===== src/shared/nand_host_params.svh =====
// Constants for the NAND host controller: commands, geometry, timing counts.
// Assumes a 100 MHz system clock; included by the package, nand_host and the flash model.
//
// Function
// Command bytes go out with command-latch high, latched on write-strobe rise.
// Address bytes go out with address-latch high, only during address bytes.
// Data-in bytes go out with both latches low, one per write strobe.
// Device drives data while read strobe low; each fall advances column.
// Device floats the bus when deselected; host drives only on writes. The flash model drives the inverse of its last byte instead of floating.
// Device finishes program or erase even if chip select rises.
// Write-protect low blocks program and erase inside the device.
// Ready/busy is low during program, erase and array read.
// Ready/busy is open-drain and reports even when deselected.
// Page program writes one 2112-byte page, typically 250 us busy.
// Array holds 512 blocks of 64 pages each.
// Erase acts on whole blocks, typically 2 ms busy.
// Array-to-buffer load takes at most 25 us; wait ready before reading.
// Read-strobe cycles spaced no closer than 25 ns.
// Copy-back programs a buffered page to another page without reload.
// Cache program accepts new data while previous data programs.
// Host must correct at least four bit errors per 512 bytes; nand_host does no error correction.
// Device may auto-load page 0 after power-up for booting.
// Address is four bytes: two column then two row; extras ignored.
// Read, program and erase use setup command first, execute last.
// While busy the device accepts only reset and read-status.
// Columns 2048 to 2111 form the 64-byte spare area.
// Host waits for ready before any command but reset or status.
// Host holds chip select low through each whole sequence.
`ifndef NAND_HOST_PARAMS_SVH
`define NAND_HOST_PARAMS_SVH

`define CLK_MHZ 100
`define CMD_READ1 8'h00
`define CMD_READ2 8'h30
`define CMD_PROG1 8'h80
`define CMD_PROG2 8'h10
`define CMD_ERASE1 8'h60
`define CMD_ERASE2 8'hd0
`define CMD_RESET 8'hff
`define CMD_STATUS 8'h70
`define PAGE_BYTES 12'd2112
`define SPARE_START 12'd2048
`define ADDR_BYTES 3'd4
// Strobe phase: 3 cycles low, 3 high, 60 ns cycle covers 25 ns minimum
`define STROBE_NS 30
`define STROBE_CYC ((`STROBE_NS * `CLK_MHZ + 999) / 1000)
// Busy-sample delay before ready is trusted
`define WB_NS 100
`define WB_CYC ((`WB_NS * `CLK_MHZ + 999) / 1000)
`define TIMEOUT_US 10000
`define TIMEOUT_CYC (`TIMEOUT_US * `CLK_MHZ)

`endif


===== src/shared/nand_host_pkg.sv =====
// Types for the NAND host controller.
// Assumes the params header sits on the include path.
`include "nand_host_params.svh"
package nand_host_pkg;
  typedef enum logic [1:0] {
    op_read = 2'h0,
    op_program = 2'h1,
    op_erase = 2'h2,
    op_reset = 2'h3
  } op_t;

  typedef enum logic [9:0] {
    st_idle = 10'h001,
    st_cmd1 = 10'h002,
    st_addr = 10'h004,
    st_wdata = 10'h008,
    st_cmd2 = 10'h010,
    st_wait_busy = 10'h020,
    st_wait_ready = 10'h040,
    st_rdata = 10'h080,
    st_status = 10'h100,
    st_done = 10'h200
  } state_t;
endpackage

===== src/shared/byte_stream_if.sv =====
// Valid/ready byte stream between the controller and its skid buffer.
// Assumes both ends share the system clock.
`timescale 1ns/1ns
interface byte_stream_if;
  logic valid;
  logic ready;
  logic [7:0] data;
  modport src (output valid, output data, input ready);
  modport dst (input valid, input data, output ready);
endinterface


===== src/hw/nand_host.sv =====
// Host-side NAND flash controller: drives command, address and data pins.
// Assumes one flash device on the pins and a user that issues one op at a time.
`timescale 1ns/1ns
`include "nand_host_params.svh"
module nand_host
  import nand_host_pkg::*;
#(
  parameter int unsigned TIMEOUT_CYC = `TIMEOUT_CYC
) (
  input wire logic i_mclk,
  input wire logic i_sys_rst,
  // User command port
  input wire logic i_start,
  input wire logic [1:0] i_op,
  input wire logic [15:0] i_row,
  input wire logic [11:0] i_col,
  input wire logic [11:0] i_len,
  output logic o_busy,
  output logic o_done,
  output logic o_error,
  output logic [7:0] o_status,
  // Program data in
  input wire logic i_wr_valid,
  input wire logic [7:0] i_wr_data,
  output logic o_wr_ready,
  // Read data out
  output logic o_rd_valid,
  output logic [7:0] o_rd_data,
  input wire logic i_rd_ready,
  // Flash pins
  output logic o_ce_n,
  output logic o_cle,
  output logic o_ale,
  output logic o_we_n,
  output logic o_rd_strobe_n,
  output logic o_wp_n,
  output logic [7:0] o_mux_bus_lines,
  output logic o_mux_bus_oe,
  input wire logic [7:0] i_mux_bus_lines,
  input wire logic i_rb
);
  localparam int unsigned STROBE_CYC = `STROBE_CYC;
  localparam int unsigned WB_CYC = `WB_CYC;

  typedef struct packed {
    state_t st;
    op_t op;
    logic [15:0] row;
    logic [11:0] col;
    logic [11:0] len;
    logic [11:0] cnt;
    logic [2:0] abyte;
    logic [1:0] phase;
    logic [3:0] tick;
    logic [23:0] wait_cnt;
    logic [7:0] rdata;
    logic rd_vld;
    logic ce_n;
    logic cle;
    logic ale;
    logic we_n;
    logic re_n;
    logic [7:0] dout;
    logic oe_n;
    logic busy;
    logic done;
    logic error;
    logic [7:0] status;
    logic wr_ready;
    logic [1:0] rb_sync;
    logic [7:0] din_s1;
    logic [7:0] din_s2;
  } host_state_t;

  host_state_t s;
  host_state_t next_s;
  byte_stream_if rd_up();
  byte_stream_if rd_down();
  logic rb_ready;
  logic phase_end;
  logic [7:0] addr_byte;

  // Read bytes pass a skid buffer so a stalled user loses nothing
  skid_buffer skid_buffer_i (
    .i_mclk(i_mclk),
    .i_sys_rst(i_sys_rst),
    .up(rd_up.dst),
    .down(rd_down.src)
  );
  assign rd_up.valid = s.rd_vld;
  assign rd_up.data = s.rdata;
  assign rd_down.ready = i_rd_ready;

  // Ready/busy is read only after its second sync stage
  assign rb_ready = s.rb_sync[1];
  assign phase_end = (s.tick == 4'(STROBE_CYC - 1));

  // Column first, then row, low byte first
  always_comb begin
    case (s.abyte)
      3'h0: addr_byte = s.col[7:0];
      3'h1: addr_byte = {4'h0, s.col[11:8]};
      3'h2: addr_byte = s.row[7:0];
      default: addr_byte = s.row[15:8];
    endcase
  end

  // Main sequencer: each bus cycle is strobe low phase then high phase
  always_comb begin
    next_s = s;
    next_s.rb_sync = {s.rb_sync[0], i_rb};
    next_s.din_s1 = i_mux_bus_lines;
    next_s.din_s2 = s.din_s1;
    next_s.done = 1'b0;
    next_s.rd_vld = 1'b0;
    next_s.wr_ready = 1'b0;
    next_s.tick = phase_end ? 4'h0 : s.tick + 4'h1;
    if (phase_end) begin
      next_s.phase = s.phase + 2'h1;
    end
    case (s.st)
      st_idle: begin
        next_s.tick = 4'h0;
        next_s.phase = 2'h0;
        next_s.ce_n = 1'b1;
        next_s.oe_n = 1'b1;
        if (i_start) begin
          next_s.op = op_t'(i_op);
          next_s.row = i_row;
          next_s.col = i_col;
          next_s.len = i_len;
          next_s.cnt = 12'h0;
          next_s.abyte = 3'h0;
          next_s.busy = 1'b1;
          next_s.error = 1'b0;
          next_s.ce_n = 1'b0;
          next_s.st = st_cmd1;
        end
      end
      st_cmd1: begin
        next_s.cle = 1'b1;
        next_s.oe_n = 1'b0;
        case (s.op)
          op_read: next_s.dout = `CMD_READ1;
          op_program: next_s.dout = `CMD_PROG1;
          op_erase: next_s.dout = `CMD_ERASE1;
          default: next_s.dout = `CMD_RESET;
        endcase
        next_s.we_n = (s.phase == 2'h0) ? 1'b0 : 1'b1;
        if (phase_end && s.phase == 2'h1) begin
          next_s.cle = 1'b0;
          next_s.phase = 2'h0;
          if (s.op == op_reset) begin
            next_s.oe_n = 1'b1;
            next_s.wait_cnt = 24'h0;
            next_s.st = st_wait_busy;
          end else begin
            next_s.abyte = (s.op == op_erase) ? 3'h2 : 3'h0;
            next_s.st = st_addr;
          end
        end
      end
      st_addr: begin
        next_s.ale = 1'b1;
        next_s.dout = addr_byte;
        next_s.we_n = (s.phase == 2'h0) ? 1'b0 : 1'b1;
        if (phase_end && s.phase == 2'h1) begin
          next_s.phase = 2'h0;
          next_s.abyte = s.abyte + 3'h1;
          if (s.abyte == `ADDR_BYTES - 3'h1) begin
            next_s.ale = 1'b0;
            next_s.st = (s.op == op_program) ? st_wdata : st_cmd2;
          end
        end
      end
      st_wdata: begin
        // Hold the strobe high until a byte is offered
        if (s.phase == 2'h0 && s.tick == 4'h0 && !s.we_n) begin
          next_s.we_n = 1'b0;
        end
        if (s.phase == 2'h0 && s.tick == 4'h0 && s.we_n) begin
          if (i_wr_valid) begin
            next_s.dout = i_wr_data;
            next_s.wr_ready = 1'b1;
            next_s.we_n = 1'b0;
          end else begin
            next_s.tick = 4'h0;
            next_s.phase = 2'h0;
          end
        end
        // Rise one clock into the high phase: three low, three high
        if (s.phase == 2'h1 && s.tick == 4'h0) begin
          next_s.we_n = 1'b1;
        end
        if (phase_end && s.phase == 2'h1) begin
          next_s.phase = 2'h0;
          next_s.cnt = s.cnt + 12'h1;
          if (s.cnt + 12'h1 == s.len || s.col + s.cnt + 12'h1 == `PAGE_BYTES) begin
            next_s.st = st_cmd2;
          end
        end
      end
      st_cmd2: begin
        next_s.cle = 1'b1;
        next_s.oe_n = 1'b0;
        case (s.op)
          op_read: next_s.dout = `CMD_READ2;
          op_program: next_s.dout = `CMD_PROG2;
          default: next_s.dout = `CMD_ERASE2;
        endcase
        next_s.we_n = (s.phase == 2'h0) ? 1'b0 : 1'b1;
        if (phase_end && s.phase == 2'h1) begin
          next_s.cle = 1'b0;
          next_s.oe_n = 1'b1;
          next_s.wait_cnt = 24'h0;
          next_s.st = st_wait_busy;
        end
      end
      st_wait_busy: begin
        // Ready/busy falls some time after the execute command
        next_s.wait_cnt = s.wait_cnt + 24'h1;
        if (s.wait_cnt == 24'(WB_CYC + 2)) begin
          next_s.wait_cnt = 24'h0;
          next_s.st = st_wait_ready;
        end
      end
      st_wait_ready: begin
        next_s.wait_cnt = s.wait_cnt + 24'h1;
        next_s.tick = 4'h0;
        next_s.phase = 2'h0;
        if (rb_ready) begin
          next_s.cnt = 12'h0;
          next_s.st = (s.op == op_read) ? st_rdata : st_status;
        end else if (s.wait_cnt == 24'(TIMEOUT_CYC)) begin
          next_s.error = 1'b1;
          next_s.st = st_done;
        end
      end
      st_rdata: begin
        // Stall between bytes while the buffer is full
        if (s.phase == 2'h0 && s.tick == 4'h0 && !rd_up.ready && s.re_n) begin
          next_s.tick = 4'h0;
        end else begin
          next_s.re_n = (s.phase == 2'h0) ? 1'b0 : 1'b1;
        end
        // Sync stages need the full low phase before the byte is trusted
        if (s.phase == 2'h1 && s.tick == 4'h0) begin
          next_s.rdata = s.din_s2;
          next_s.rd_vld = 1'b1;
        end
        if (phase_end && s.phase == 2'h1) begin
          next_s.phase = 2'h0;
          next_s.cnt = s.cnt + 12'h1;
          if (s.cnt + 12'h1 == s.len || s.col + s.cnt + 12'h1 == `PAGE_BYTES) begin
            next_s.st = st_done;
          end
        end
      end
      st_status: begin
        // Status command, then one read strobe for the result
        if (s.phase < 2'h2) begin
          next_s.cle = 1'b1;
          next_s.oe_n = 1'b0;
          next_s.dout = `CMD_STATUS;
          next_s.we_n = (s.phase == 2'h0) ? 1'b0 : 1'b1;
        end else begin
          next_s.cle = 1'b0;
          next_s.oe_n = 1'b1;
          next_s.re_n = (s.phase == 2'h2) ? 1'b0 : 1'b1;
          if (s.phase == 2'h3 && s.tick == 4'h0) begin
            next_s.status = s.din_s2;
          end
          if (phase_end && s.phase == 2'h3) begin
            next_s.error = s.status[0];
            next_s.st = st_done;
          end
        end
      end
      default: begin
        next_s.ce_n = 1'b1;
        next_s.busy = 1'b0;
        next_s.done = 1'b1;
        next_s.st = st_idle;
      end
    endcase
  end

  // State register
  always_ff @(posedge i_mclk) begin
    if (i_sys_rst) begin
      s <= '0;
      s.st <= st_idle;
      s.ce_n <= 1'b1;
      s.we_n <= 1'b1;
      s.re_n <= 1'b1;
      s.oe_n <= 1'b1;
      s.rb_sync <= 2'h0;
    end else begin
      s <= next_s;
    end
  end

  assign o_busy = s.busy;
  assign o_done = s.done;
  assign o_error = s.error;
  assign o_status = s.status;
  assign o_wr_ready = s.wr_ready;
  assign o_rd_valid = rd_down.valid;
  assign o_rd_data = rd_down.data;
  assign o_ce_n = s.ce_n;
  assign o_cle = s.cle;
  assign o_ale = s.ale;
  assign o_we_n = s.we_n;
  assign o_rd_strobe_n = s.re_n;
  assign o_wp_n = s.busy;
  assign o_mux_bus_lines = s.dout;
  assign o_mux_bus_oe = s.oe_n;
endmodule


===== src/hw/skid_buffer.sv =====
// Two-entry buffer between producer and consumer of a byte stream.
// Assumes one clock, synchronous active-high reset.
`timescale 1ns/1ns
module skid_buffer (
  input wire logic i_mclk,
  input wire logic i_sys_rst,
  byte_stream_if.dst up,
  byte_stream_if.src down
);
  typedef struct packed {
    logic [1:0][7:0] mem;
    logic rd_ptr;
    logic wr_ptr;
    logic [1:0] count;
  } skid_state_t;

  skid_state_t s;
  skid_state_t next_s;
  logic push;
  logic pop;

  // Two entries so a stall in the drain never drops a byte in flight
  always_comb begin
    push = up.valid && (s.count != 2'h2);
    pop = (s.count != 2'h0) && down.ready;
    next_s = s;
    if (push) begin
      next_s.mem[s.wr_ptr] = up.data;
      next_s.wr_ptr = ~s.wr_ptr;
    end
    if (pop) begin
      next_s.rd_ptr = ~s.rd_ptr;
    end
    if (push && !pop) begin
      next_s.count = s.count + 2'h1;
    end else if (pop && !push) begin
      next_s.count = s.count - 2'h1;
    end
  end

  // State register
  always_ff @(posedge i_mclk) begin
    if (i_sys_rst) begin
      s <= '0;
    end else begin
      s <= next_s;
    end
  end

  assign up.ready = (s.count != 2'h2);
  assign down.valid = (s.count != 2'h0);
  assign down.data = s.mem[s.rd_ptr];
endmodule


===== config.mk =====
export PLATFORM = sky130hd
export DESIGN_NAME = nand_host
export DESIGN_NICKNAME = d
export VERILOG_FILES = /design/src/shared/nand_host_pkg.sv /design/src/shared/byte_stream_if.sv /design/src/hw/nand_host.sv /design/src/hw/skid_buffer.sv
export VERILOG_INCLUDE_DIRS = /design/src /design/src/shared
export SDC_FILE = /design/constraint.sdc
export NUM_CORES = 1
export LEC_CHECK = 0
export ABC_AREA = 1
export BUFFER_PORTS_ARGS = -buffer_cell sky130_fd_sc_hd__buf_2
export CORE_MARGIN = 2
export CORE_UTILIZATION = 40
export CTS_CLUSTER_SIZE = 14
export DETAILED_ROUTE_END_ITERATION = 8
export HOLD_SLACK_MARGIN = 0.02
export PLACE_DENSITY = 0.69
export RECOVER_POWER = 100
export SYNTH_ARGS = -nofsm -noshare
export SYNTH_HDL_FRONTEND = slang
export SYNTH_SLANG_ARGS = --single-unit

===== constraint.sdc =====
create_clock -name i_mclk -period 2 [get_ports i_mclk]
set_input_delay 0.1 -clock i_mclk [delete_from_list [all_inputs] [get_ports i_mclk]]
set_output_delay 0.1 -clock i_mclk [all_outputs]
set_load 0.01 [all_outputs]

* Word level (Yosys, flattened, before mapping)
Index checks and enable logic that the tools add are counted.
** Storage, ports and cells
- Register bits after elaboration :: 170
- Bits in latches :: 0
- RAM bits :: 0
- Bits in read-only memories :: 0
- Input port bits :: 64
- Word-level logic and storage cells :: 242
- Memories kept :: 0
** Operators by class
- $add $sub $neg :: 9
- Multipliers :: 0
- Divide/modulo/power cells :: 0
- Magnitude comparators :: 4
- Equality and inequality tests :: 47
- Shift-type cells :: 0
- Muxes and demuxes :: 89
- Bitwise logic cells :: 7
- Reduce and logical (&&, ||, !) cells :: 54
** Operator list (number)
- 2-to-1 mux 10 bit :: 13
- 2-to-1 mux 24 bit :: 4
- case mux 24 bit (4 select lines) :: 1
- case mux 10 bit (9 select lines) :: 1
- 2-to-1 mux 67 bit :: 1
- 2-to-1 mux 8 bit :: 7
- case mux 8 bit (3 select lines) :: 2
- inequality test 2 bit, second input constant :: 22
- case mux 8 bit (5 select lines) :: 1
- case mux 12 bit (3 select lines) :: 1
- 2-to-1 mux 1 bit :: 26
- adder 12 x 1 -> 12 bit, second input constant :: 2
- adder 24 x 1 -> 24 bit, second input constant :: 1
- equality test 24 x 20 -> 1 bit, second input constant :: 1
- equality test 24 x 4 -> 1 bit, second input constant :: 1
- 2-to-1 mux 12 bit :: 2
- 2-to-1 mux 6 bit :: 3
- 2-to-1 mux 9 bit :: 2
- bitwise mux 16 bit :: 1
- case mux 8 bit (2 select lines) :: 1
- 2-to-1 mux 5 bit :: 3
- logical AND 1 bit :: 14
- AND reduction 13 bit :: 1
- adder 12 bit :: 1
- 54 further kinds :: 98

* Longest topological paths before layout
Gate-level depths: netlist of the first run.
- Word-level depth :: 8
- Depth in mapped cells :: 19
- Depth with buffers taken out :: 19

* Modules after synthesis
Synthesis of the first run repeated with hierarchy kept, for this count alone.
** Unflattened totals
- Cells, all modules :: 1370
- Area total of the unflattened synthesis :: 9275.1 um^2
** By module, submodules not included
- nand_host :: times used 1, cells each 1219, area each 8296.7 um^2, seq. area each 3002.9 um^2
- skid_buffer :: times used 1, cells each 151, area each 978.4 um^2, seq. area each 400.4 um^2

* Worst setup path before layout of the first run
OpenSTA, ideal clock, no wires.
- Kind :: register to register
- From :: register s[86] in the netlist's numbering
- To :: register s[142] in the netlist's numbering
- Library setup time :: 0.119 ns
- Arrival :: 1.865 ns
- Required time :: 1.881 ns
- Slack :: 0.016 ns
- Stages on the path, launching flop included :: 19
- Period minus slack after synthesis :: 1.984 ns
- Cells stage by stage :: dfxtp_1 inv_1 ha_1 inv_1 nand2_1 nand2_1 nand2_1 nand2_1 nand2_1 nand2_1 nor2_1 nor2_1 nand2_1 nor2_1 nand3_1 nand2_4 nand2_4 nand2_1 a21oi_1
** On the way
- Word-level cells in the longest chain between the ends :: 6
- Elaborated cells between the ends (all ways) :: 9
** RTL lines
- from (decl) :: line nand_host.sv:75 : host_state_t s;
- from (signal assigned) :: line nand_host.sv:299 : s <= next_s;
- adder 12 bit :: line nand_host.sv:198, nand_host.sv:254
- adder 12 x 1 -> 12 bit :: line nand_host.sv:198, nand_host.sv:254
- equality test 12 bit (no line)
- logical OR 1 bit (no line) *
- inequality test 2 bit (no line)
- AND reduction 13 bit (no line) *
Every way passes the cells marked *; elsewhere a longest branch is shown, timed or not.
A chain may end at the register's enable or synchronous reset.

* Worst setup path after layout of the first run
- From :: register s[88] in the netlist's numbering
- To :: register s[142] in the netlist's numbering
The elaborated chain is that of the path after synthesis.

==> results of run 1 <==
[cell families (layout without fill, tap and decap cells)]
logic type	count (synthesis)	after routing	synth area share
compound gates	281	281	0.176
xor+xnor	11	11	0.0104
fa+ha+maj	24	24	0.0325
buf+inv	249	516	0.115
flops	170	170	0.368
simple gates	598	598	0.298
[worst paths after layout]
path,cells past startpoint,start,to
worst min register to register,2,next_s[4],s[4]
worst min-delay path,4,i_wr_data[4],o_mux_bus_lines[4]
worst max-delay path,17,s[88],s[142]
worst max register to register,17,s[88],s[142]
[registers in the layout, indices dropped and copies added (netlist names)]
name,flops
s,105
skid_buffer_i.s,20
next_s,9
o_mux_bus_lines,8
o_status,8
rd_up.data,8
o_ale,1
o_busy,1
o_ce_n,1
o_cle,1
o_done,1
o_error,1
o_mux_bus_oe,1
o_rd_strobe_n,1
o_we_n,1
o_wr_ready,1
rb_ready,1
rd_up.valid,1
[layer usage]
| layer | vias up | part of all wire | global-route usage |
|---|---|---|---|
| met1 | 4464 | 0.45 | 0.294 |
| li1 | 4909 | - | - |
| met4 | 0 | 0.027 | 0.0839 |
| met5 | - | 0 | 0 |
| met2 | 271 | 0.48 | 0.385 |
| met3 | 38 | 0.043 | 0.0328 |
[what timing repair did]
| action | CTS | global route |
|---|---|---|
| pin swaps | 8 | 41 |
| hold endpoints to repair | 57 | 0 |
| resized for setup | 40 | 105 |
| setup endpoints to repair | 21 | 58 |
| hold buffers | 57 | 0 |
| buffers inserted | 1 | 8 |
[where the power goes]
part | internal, mW | total [mW] | leakage (nW) | switching [mW]
clock network | 1.76 | 3.54 | 0.308 | 1.77
registers | 3.92 | 4.33 | 1.39 | 0.402
logic | 1.99 | 4.92 | 3.82 | 2.93
total | 7.68 | 12.8 | 5.52 | 5.11
[tightest hold or removal path: stages]
cell and delay (ns):
buf_2 0.10, nand2_1 0.05, and3_1 0.15, a21oi_1 0.06
[cell type report]
class                   count  area [sq um]
inverters                 191           732
clock buffers              17           425
multi-input cells         914          5230
well taps                 285           357
repair buffers            293          2110
fillers                  2133         10100
flip-flops and latches    170          3440
clock inverters            15           214
[through the flow]
step	hold WS (ns)	std cells	utilization	setup TNS, ns	instance area, sq um
floorplan	0.207	1333	-	0	9240
global placement	0.306	1787	0.476	-0.663	10800
detailed placement	0.307	1787	0.476	-1.26	10800
CTS	0.0483	1877	0.538	0	12200
global route	0.0572	1885	0.553	-7.82	12500
finish	0.0595	1885	0.553	-0.463	12500
[layout by cell type, fill, tap and decap left out, types with 57 or more instances in the layout]
master	count
o21ai_0	94
a21oi_1	104
buf_2	65
buf_4	113
dfxtp_1	151
inv_1	175
nand2_1	197
nand3_1	94
dlygate4sd3_1	57
nor2_1	146
==> impl_results.md, run 1 <==
- Mapped Cells: 1333
- # DRC: 0
- Via count: 9682
- Leakage: 5.52 nW
- Hold crit path type: in -> reg
- Max Freq: 490 MHz
- Aggregate global routing overflow: 0
- Largest net degree at the start of global routing: 90
- Final hold violation count: 0
- Vias in the first global route: 8927
- Tcrit/Tclk final: 1.02
- GRT Total Usage: 0.227
- DIE WIDTH: 156 um
- Synth top area cells: dfxtp_1 37%, nand2_1 9.1%, inv_1 7.4%, nor2_1 6.3%, a21oi_1 6.2%
- Die span in y: 156 um
- Sequential cell area fraction in the yosys report: 0.368
- I/O Pins: 100
- Clk_lat worst skew: 0.45 ns
- Failing checks: setup timing
- Setup violators final: 18
- Nets: 1675
- Pwr Total: 12.8 mW
- Crit path max-delay family: simple AND/OR/NAND/NOR gates
- Slew Limit Headroom: 0.642
- Synth Area per Inst: 6.93 sq um
- Cts bufs inserted: 17
- Layout cells sized above 1: 0.238
- Initial Utilization: 0.408
- Slowest CP cell: dfxtp_4
- Worst EP required: 2.32 ns
- Fin worst setup slack: -0.0423 ns
- Dpl hpwl: 20.3 mm
- Clk slew on worst S/H paths: 0.08 ns
- Initial antenna violation count: 0
- Pre-Repair DR Iteration Count: 5
- Cell area power density: 1020 nW/um^2
- Post-synth EDFFs: 0
- Vias per inst: 5.14
- Root buf cell: clkbuf_16
- Arrival time of the worst setup path: 2.37 ns
- Clk sink count: 170
- DR iter-0 viols: 646
- Min Clock Period, post-route: 2.04 ns
- Max clock buf depth: 2
- Reg2Reg Setup Slack: -0.04 ns
- Unrepaired setup endpoints after global routing: yes
- Post-DRT Antenna Nets: 0
- Critical path type: reg -> reg
- Worst Path Buf+Inv: 2
- YS warnings: 0
- Status: complete, but fails checks
- Peak supply drop: 0.648 mV
- Ant. Diodes: 0
- Pre-CTS worst setup slack: -0.167 ns
- Worst slew pin tran: 0.535 ns
- Crit path largest cell delay: 0.37 ns
- Post-synth net total: 1421
- Startpoint class of the critical path: flip-flop
- Die ar.: 24300 sq um
- Area growth, synth to finish: 35.5%
- Slew Viols, Final: 0
- WL per Instance: 15.0 um
- Core Footprint: 22600 sq um
- Maximum Capacitance Violations: 0
- Yosys cell types: 57
- Critical Path, Cell by Cell: buf_6 > nand2_1 > nor2_4 > buf_6 > nand3_1 > nand2_1 > nand2_1 > nand2_1 > nand2_1 > nor2_1 > nand2_1 > nor2_2 > nor2_2 > nand2_4 > nand2_8 > nand2_4 > a21oi_2
- Leading area contributor after synthesis: dfxtp_1
- WL final: 28.3 mm
- Ys async rst share: 0
- Fin Clk Skew: 0.0172 ns
- Most frequent cells after synthesis: 225 x nand2_1, 183 x inv_1, 170 x dfxtp_1, 155 x nor2_1, 114 x a21oi_1
- H-Tree Depth: 4
- Synthesized flop and latch total: 170
- CP dominant cell by count: nand2_1
- Critical Path Fanout Max: 7
- Count leader, synth: nand2_1
- Mapped Area: 9240 sq um
- First-pass GRT wire length: 44.2 mm
- Post-synth top area share: 0.368
- Port bufs: 99
- Synth Flop Type: dfxtp_1
- CP Capture Type: flip-flop
- Gpl congestion: 0.956
- Row cnt: 55
- TritonCTS clock tree: yes
No activity file was read; power rests on OpenSTA's default activity.
==> inputs of run 2 (changes only) <==
--- a/config.mk
+++ b/config.mk
@@ -9,4 +9,5 @@
 export ABC_AREA = 1
 export BUFFER_PORTS_ARGS = -buffer_cell sky130_fd_sc_hd__buf_2
+export CAP_MARGIN = 0
 export CORE_MARGIN = 2
 export CORE_UTILIZATION = 40
@@ -18,3 +19,4 @@
 export SYNTH_ARGS = -nofsm -noshare
 export SYNTH_HDL_FRONTEND = slang
+export SYNTH_HIERARCHICAL = 1
 export SYNTH_SLANG_ARGS = --single-unit
==> constraint.sdc (replaced) <==
create_clock -name i_mclk -period 2 [get_ports i_mclk]
set_input_delay 0.1 -clock i_mclk [delete_from_list [all_inputs] [get_ports i_mclk]]
set_output_delay 0.1 -clock i_mclk [all_outputs]
set_load 0.005 [all_outputs]
==> impl_results.md, run 2 <==
- Max reg flops: 105 (unchanged)
- Slew Limit Headroom: 0.615 (-0.0271)
- Post-synth EDFFs: 0 (unchanged)
- Largest net degree at the start of global routing: 45 (-50%)
- GRT Total Usage: 0.217 (-0.00972)
- Pre-Repair DR Iteration Count: 5 (unchanged)
- Die ar.: 24400 sq um (+0.41%)
- Cell area power density: 1000 nW/um^2 (-1.7%)
- CP dominant cell by count: nand2_1
- Fin Clk Skew: 0.0102 ns (-0.00700 ns)
- Core Footprint: 22700 sq um (+0.30%)
- Gpl congestion: 0.947 (-0.92%)
- Net Switching: 4.91 mW (-3.9%)
- DR iter-0 viols: 859 (+33%)
- Synth Flop Type: dfxtp_1
- Most frequent cells after synthesis: 258 x nand2_1, 224 x nor2_1, 196 x inv_1, 170 x dfxtp_1, 79 x nand3_1
- Reg2Reg Setup Slack: -0.07 ns (-0.03 ns)
- Clk slew on worst S/H paths: 0.08 ns (about the same)
- Layout cells sized above 1: 0.266 (+0.0284)
- Placed Area: 10800 sq um (+0.69%)
- Worst min-delay path startpoint: i_col[2]
- Final hold violation count: 0 (unchanged)
- Ys async rst share: 0 (unchanged)
- Max Freq: 483 MHz (-1.4%)
- R2R Path Start: s[87]
- Post-synth net total: 1458 (+2.6%)
- Crit path largest cell delay: 0.37 ns (about the same)
- Synthesized flop and latch total: 170 (unchanged)
- Worst Path Buf+Inv: 2 (unchanged)
- Dpl hpwl: 18.7 mm (-7.7%)
- Setup violators final: 9 (-9)
- Synth Area per Inst: 6.77 sq um (-2.3%)
- Slew Viols, Final: 0 (unchanged)
- Cts bufs inserted: 17 (unchanged)
- Vias per inst: 5.01 (-2.6%)
- Initial antenna violation count: 0 (unchanged)
- Largest Register: s
- Sequential power share: 0.346 (+0.008)
- Setup total negative slack: -0.316 ns (+0.147 ns)
- Synth top area cells: dfxtp_1 37%, nand2_1 10%, nor2_1 9.1%, inv_1 7.9%, nand3_1 4.3%
- Clk_lat worst skew: 0.44 ns (about the same)
- Critical Path Fanout Max: 6 (-1)
- Peak supply drop: 0.735 mV (+13%)
- Critical Path, Cell by Cell: ha_4 > buf_6 > inv_2 > nand2_2 > nand2_1 > nand2_1 > nand2_1 > nand2_1 > nor2_1 > nand2_1 > nor2_1 > nand2_1 > nor2_2 > nor2_2 > nand2_4 > nand2_4 > nand2_2 > nand2_2 > nor2_2
- I/O Pins: 100 (unchanged)
- Switching portion of total power: 0.385 (-0.0144)
- Leakage: 5.81 nW (+5.3%)
- Min Clock Period, post-route: 2.07 ns (+0.0285 ns)
- Final instance area: 12700 sq um (+1.4%)
- Slowest CP cell: dfxtp_4
- Worst slew pin tran: 0.577 ns (+0.0422 ns)
- Failing checks: setup timing
- Crit path from: s[87]
- Aggregate global routing overflow: 0 (unchanged)
- Mapped Cells: 1370 (+2.8%)
- Count leader, synth: nand2_1
- Fin worst setup slack: -0.0708 ns (-0.0285 ns)
- Crit path max-delay family: simple AND/OR/NAND/NOR gates
- DIE WIDTH: 156 um (+0.21%)
- Startpoint class of the critical path: flip-flop
- Post-DRT Antenna Nets: 0 (unchanged)
- Vias in the first global route: 9069 (+1.6%)
- Leading area contributor after synthesis: dfxtp_1
- Row cnt: 55 (unchanged)
- YS warnings: 6 (+6)
- Placed cell count: 1835 (+2.7%)
- Worst EP required: 2.38 ns (+0.06 ns)
- Sequential cell area fraction in the yosys report: 0.367 (-0.00154)
- Clock Power Share: 0.259 (-0.018)
- # DRC: 0 (unchanged)
- Area growth, synth to finish: 36.8%
- Nets: 1730 (+3.3%)
- Pre-CTS worst setup slack: -0.140 ns (+0.0268 ns)
- TritonCTS clock tree: yes
- First-pass GRT wire length: 43.2 mm (-2.3%)
- Most common cell after layout, fill and taps aside: nand2_1
- Unrepaired setup endpoints after global routing: yes
- Status: complete, but fails checks
- WL per Instance: 13.9 um (-7.6%)
- Die span in y: 156 um (+0.21%)
- Combinational power share: 0.395 (+0.010)
- Yosys cell types: 55 (-3.5%)
- Hold crit path type: in -> reg
- Root buf cell: clkbuf_16
- Initial Utilization: 0.408 (+0.000472)
- Clk sink count: 170 (unchanged)
- CP Capture Type: flip-flop
- Post-route insts no fill: 1941 (+3.0%)
- Most frequent cells in the layout: 237 x nand2_1, 211 x nor2_1, 186 x inv_1
- Port bufs: 99 (unchanged)
- Critical path type: reg -> reg
- Maximum Capacitance Violations: 0 (unchanged)
- Via count: 9715 (+0.34%)
- Post-synth top area share: 0.367 (-0.00154)
- H-Tree Depth: 4 (unchanged)
- WL final: 26.9 mm (-4.8%)
- Arrival time of the worst setup path: 2.45 ns (+0.08 ns)
- Mapped Area: 9280 sq um (+0.42%)
- Internal: 7.84 mW (+2.1%)
- Tcrit/Tclk final: 1.04 (+0.0142)
- Max clock buf depth: 2 (unchanged)
-- run 2: cell count changes in the layout (fill, tap and decap cells not counted), sizes merged, moves of 36 or more --
| cell | previous run | this run |
|---|---|---|
| clkbuf | 60 | 17 |
| nor2 | 169 | 233 |
| o21ai | 99 | 63 |
| buf | 193 | 252 |
| a21oi | 116 | 76 |
| nand2 | 235 | 271 |
-- run 2: what timing repair did --
item,CTS,global route
gates cloned,1,1
pin swaps,8,50
hold buffers,56,0
gates resized for setup,48,106
endpoints found under the hold margin,60,0
setup buffers,1,14
endpoints found under the setup margin,14,71
-- run 2: kinds of logic (layout without fill, tap and decap cells) --
kind of cell / count (synthesis) / in the layout / synth area share
adders and majority gates: 24 / 24 / 0.0324
and+or+nand+nor: 673 / 674 / 0.321
buffers and inverters: 269 / 552 / 0.122
AOI/OAI and AO/OA: 220 / 221 / 0.144
xor gates and xnor gates: 14 / 14 / 0.0132
DFF: 170 / 170 / 0.367
other: 0 / 1 / 0
-- run 2: worst paths after layout --
path | to | cells after the start
min | s[112] | 3
max reg2reg | s[145] | 19
min reg2reg | s[6] | 2
max | s[145] | 19
-- run 2: worst register-to-register path, stage by stage, from the launching register on --
cell	delay [ns]
dfxtp_4	0.37
ha_4	0.18
buf_6	0.12
inv_2	0.04
nand2_2	0.05
nand2_1	0.06
nand2_1	0.04
nand2_1	0.05
nand2_1	0.05
nor2_1	0.12
nand2_1	0.06
nor2_1	0.11
nand2_1	0.08
nor2_2	0.17
nor2_2	0.07
nand2_4	0.13
nand2_4	0.09
nand2_2	0.08
nand2_2	0.05
nor2_2	0.12
-- run 2: layer usage --
layer  part of all wire  track usage  up-vias
met5                  0            0        -
met4              0.027       0.0721        0
met3              0.040       0.0327       53
met2               0.46        0.355      267
met1               0.47        0.294     4399
li1                   -            -     4996
-- run 2: final cells by class --
class	count	area, sq um
clock buffers	17	425
inverters	212	828
multi-input cells	933	5220
well taps	285	357
repair buffers	308	2250
fillers	2043	10000
diodes	1	2.50
flip-flops and latches	170	3440
clock inverters	15	170
-- run 2: power by group through the flow --
stage	logic, mW	clock network [mW]	registers [mW]
3_5_place_dp	4.29	0	4.40
2_1_floorplan	2.71	0	4.33
5_1_grt	5.58	3.50	4.47
6_report	5.04	3.31	4.41
3_3_place_gp	4.25	0	4.39
4_1_cts	4.54	3.38	4.34
-- run 2: metrics by stage --
stage	total power, mW	hold slack (ns)	util
6_report	12.8	0.0199	0.559
5_1_grt	13.5	0.0330	0.559
4_1_cts	12.3	0.0222	0.538
3_5_place_dp	8.69	0.306	0.478
3_3_place_gp	8.64	0.302	0.478
2_1_floorplan	7.05	0.169	-
==> inputs of run 3 (changes only) <==
- PLACE_DENSITY: 0.69 -> 0.67
- clock period: 2 -> 2.5 ns (I/O delays scaled with it)
==> impl_results.md, run 3 (synthesis gave the netlist of run 2 again) <==
- Pre-CTS worst setup slack: 0.119 ns (+0.259 ns)
- Crit path largest cell delay: 0.37 ns (about the same)
- Row cnt: 55 (unchanged)
- Fillers: 2294 (+12%)
- Setup violators final: 0 (-9)
- H-Tree Depth: 4 (unchanged)
- Status: finished, final reports clean
- Peak supply drop: 0.577 mV (-21%)
- WL final: 25.2 mm (-6.4%)
- Maximum Capacitance Violations: 0 (unchanged)
- Hold slack: 0.0424 ns (+0.0225 ns)
- Vias per inst: 5.03 (+0.43%)
- Max reg flops: 105 (unchanged)
- Placed Area: 9980 sq um (-7.9%)
- Crit path depth: 13 (-6)
- Final instance area: 11100 sq um (-13%)
- Arrival time of the worst setup path: 2.65 ns (+0.20 ns)
- First-pass GRT wire length: 42.2 mm (-2.3%)
- Largest net degree at the start of global routing: 61 (+36%)
- Largest Register: s
- Register area: 3410 sq um (-0.94%)
- Clk slew on worst S/H paths: 0.07 ns (about the same)
- Die ar.: 24400 sq um (unchanged)
- WHS Path Cells: 2 (-1)
- Slew Viols, Final: 0 (unchanged)
- Leakage: 4.99 nW (-14%)
- CP Capture Type: flip-flop
- Core Footprint: 22700 sq um (unchanged)
- Max clock buf depth: 2 (unchanged)
- Worst EP required: 2.84 ns (+0.46 ns)
- Cts bufs inserted: 17 (unchanged)
- Most frequent cells in the layout: 258 x nand2_1, 226 x nor2_1, 197 x inv_1
- Fin Clk Skew: 0.0186 ns (+0.00831 ns)
- Most common cell after layout, fill and taps aside: nand2_1
- GRT Total Usage: 0.213 (-0.00455)
- Cell area power density: 838 nW/um^2 (-17%)
- DIE WIDTH: 156 um (unchanged)
- Clk_lat worst skew: 0.44 ns (about the same)
- Port bufs: 99 (unchanged)
- Slew Limit Headroom: 0.548 (-0.0666)
- Fin worst setup slack: 0.191 ns (+0.262 ns)
- Pwr Total: 9.29 mW (-27%)
- Via count: 9093 (-6.4%)
- Tcrit/Tclk final: 0.923 (-0.112)
- Post-DRT Antenna Nets: 0 (unchanged)
- Nets: 1599 (-7.6%)
- Critical path type: reg -> reg
- Worst Path Buf+Inv: 4 (+2)
- Critical Path, Cell by Cell: nor2_1 > nand2_2 > inv_2 > nand3_1 > nand2_2 > nand2_2 > inv_2 > nor2_4 > o21ai_4 > inv_4 > a21oi_4 > inv_2 > a211oi_1
- Unrepaired setup endpoints after global routing: yes
- Setup total negative slack: 0 ns (+0.316 ns)
- Hold crit path type: in -> reg
- Dpl hpwl: 18.3 mm (-2.3%)
- Clk sink count: 170 (unchanged)
- Initial Utilization: 0.408 (unchanged)
- Multi-input logic area: 4710 sq um (-9.7%)
- Critical Path Fanout Max: 10 (+4)
- DR iter-0 viols: 773 (-10%)
- Gpl congestion: 0.918 (-3.0%)
- Die span in y: 156 um (unchanged)
- Startpoint class of the critical path: flip-flop
- Ant. Diodes: 0 (-1)
- # DRC: 0 (unchanged)
- Root buf cell: clkbuf_16
- Final hold violation count: 0 (unchanged)
- I/O Pins: 100 (unchanged)
- Slowest CP cell: dfxtp_1
- Layout cells sized above 1: 0.119 (-0.147)
- Initial antenna violation count: 0 (unchanged)
- Area growth, synth to finish: 19.4%
- Aggregate global routing overflow: 0 (unchanged)
- Worst slew pin tran: 0.676 ns (+0.0987 ns)
- TritonCTS clock tree: yes
- Pre-Repair DR Iteration Count: 6 (+1)
- Cell depth of the worst flop-to-flop path: 13 (-6)
- Crit path max-delay family: simple AND/OR/NAND/NOR gates
- Vias in the first global route: 8693 (-4.1%)
- Post-CTS setup buffer count: 0 (-1)
- Min Clock Period, post-route: 2.31 ns (+0.238 ns)
- WL per Instance: 13.9 um (+0.41%)
- Max Freq: 433 MHz (-10%)
[run 3: cell types whose count changed in the layout (fill, tap and decap cells not counted), sizes merged]
cell	change
buf	-161
clkbuf	+35
clkinv	-4
bufinv	+3
a21oi	-1
clkinvlp	-1
diode	-1
dlygate4sd3	-1
nand2	-1
[run 3: per-stage QoR]
stage | std cells | utilization
2_1_floorplan | 1370 | -
3_3_place_gp | 1722 | 0.440
3_5_place_dp | 1722 | 0.440
4_1_cts | 1809 | 0.491
5_1_grt | 1809 | 0.488
6_report | 1809 | 0.488
[run 3: metal layers]
layer	wire length, um	GRT usage
met1	12200	0.285
met2	11500	0.348
met3	1060	0.0368
met4	405	0.0690
met5	0	0
[run 3: path summary, 6_finish.rpt]
check / startpoint / slack (ns) / to
setup / recovery: s[141] / 0.19 / s[54]
hold / removal: i_sys_rst / 0.04 / s[6]
setup reg to reg: s[141] / 0.19 / s[54]
hold reg to reg: next_s[0] / 0.40 / s[0]
[run 3: repair_timing]
action,in CTS,in global routing
resized for setup,0,14
endpoints found under the hold margin,55,0
endpoints found under the setup margin,0,12
hold buffers,55,0
[run 3: power by group]
group	leakage (nW)	internal, mW	total (mW)	switching (mW)
combinational	3.30	1.07	3.00	1.93
sequential	1.39	3.19	3.52	0.334
clock	0.297	1.60	2.77	1.17
[run 3: final cells by class]
class / count / area share
repair buffers: 179 / 0.107
well taps: 285 / 0.0322
flip-flops and latches: 170 / 0.308
clock buffers: 19 / 0.0391
multi-input cells: 931 / 0.425
clock inverters: 13 / 0.0160
inverters: 212 / 0.0721
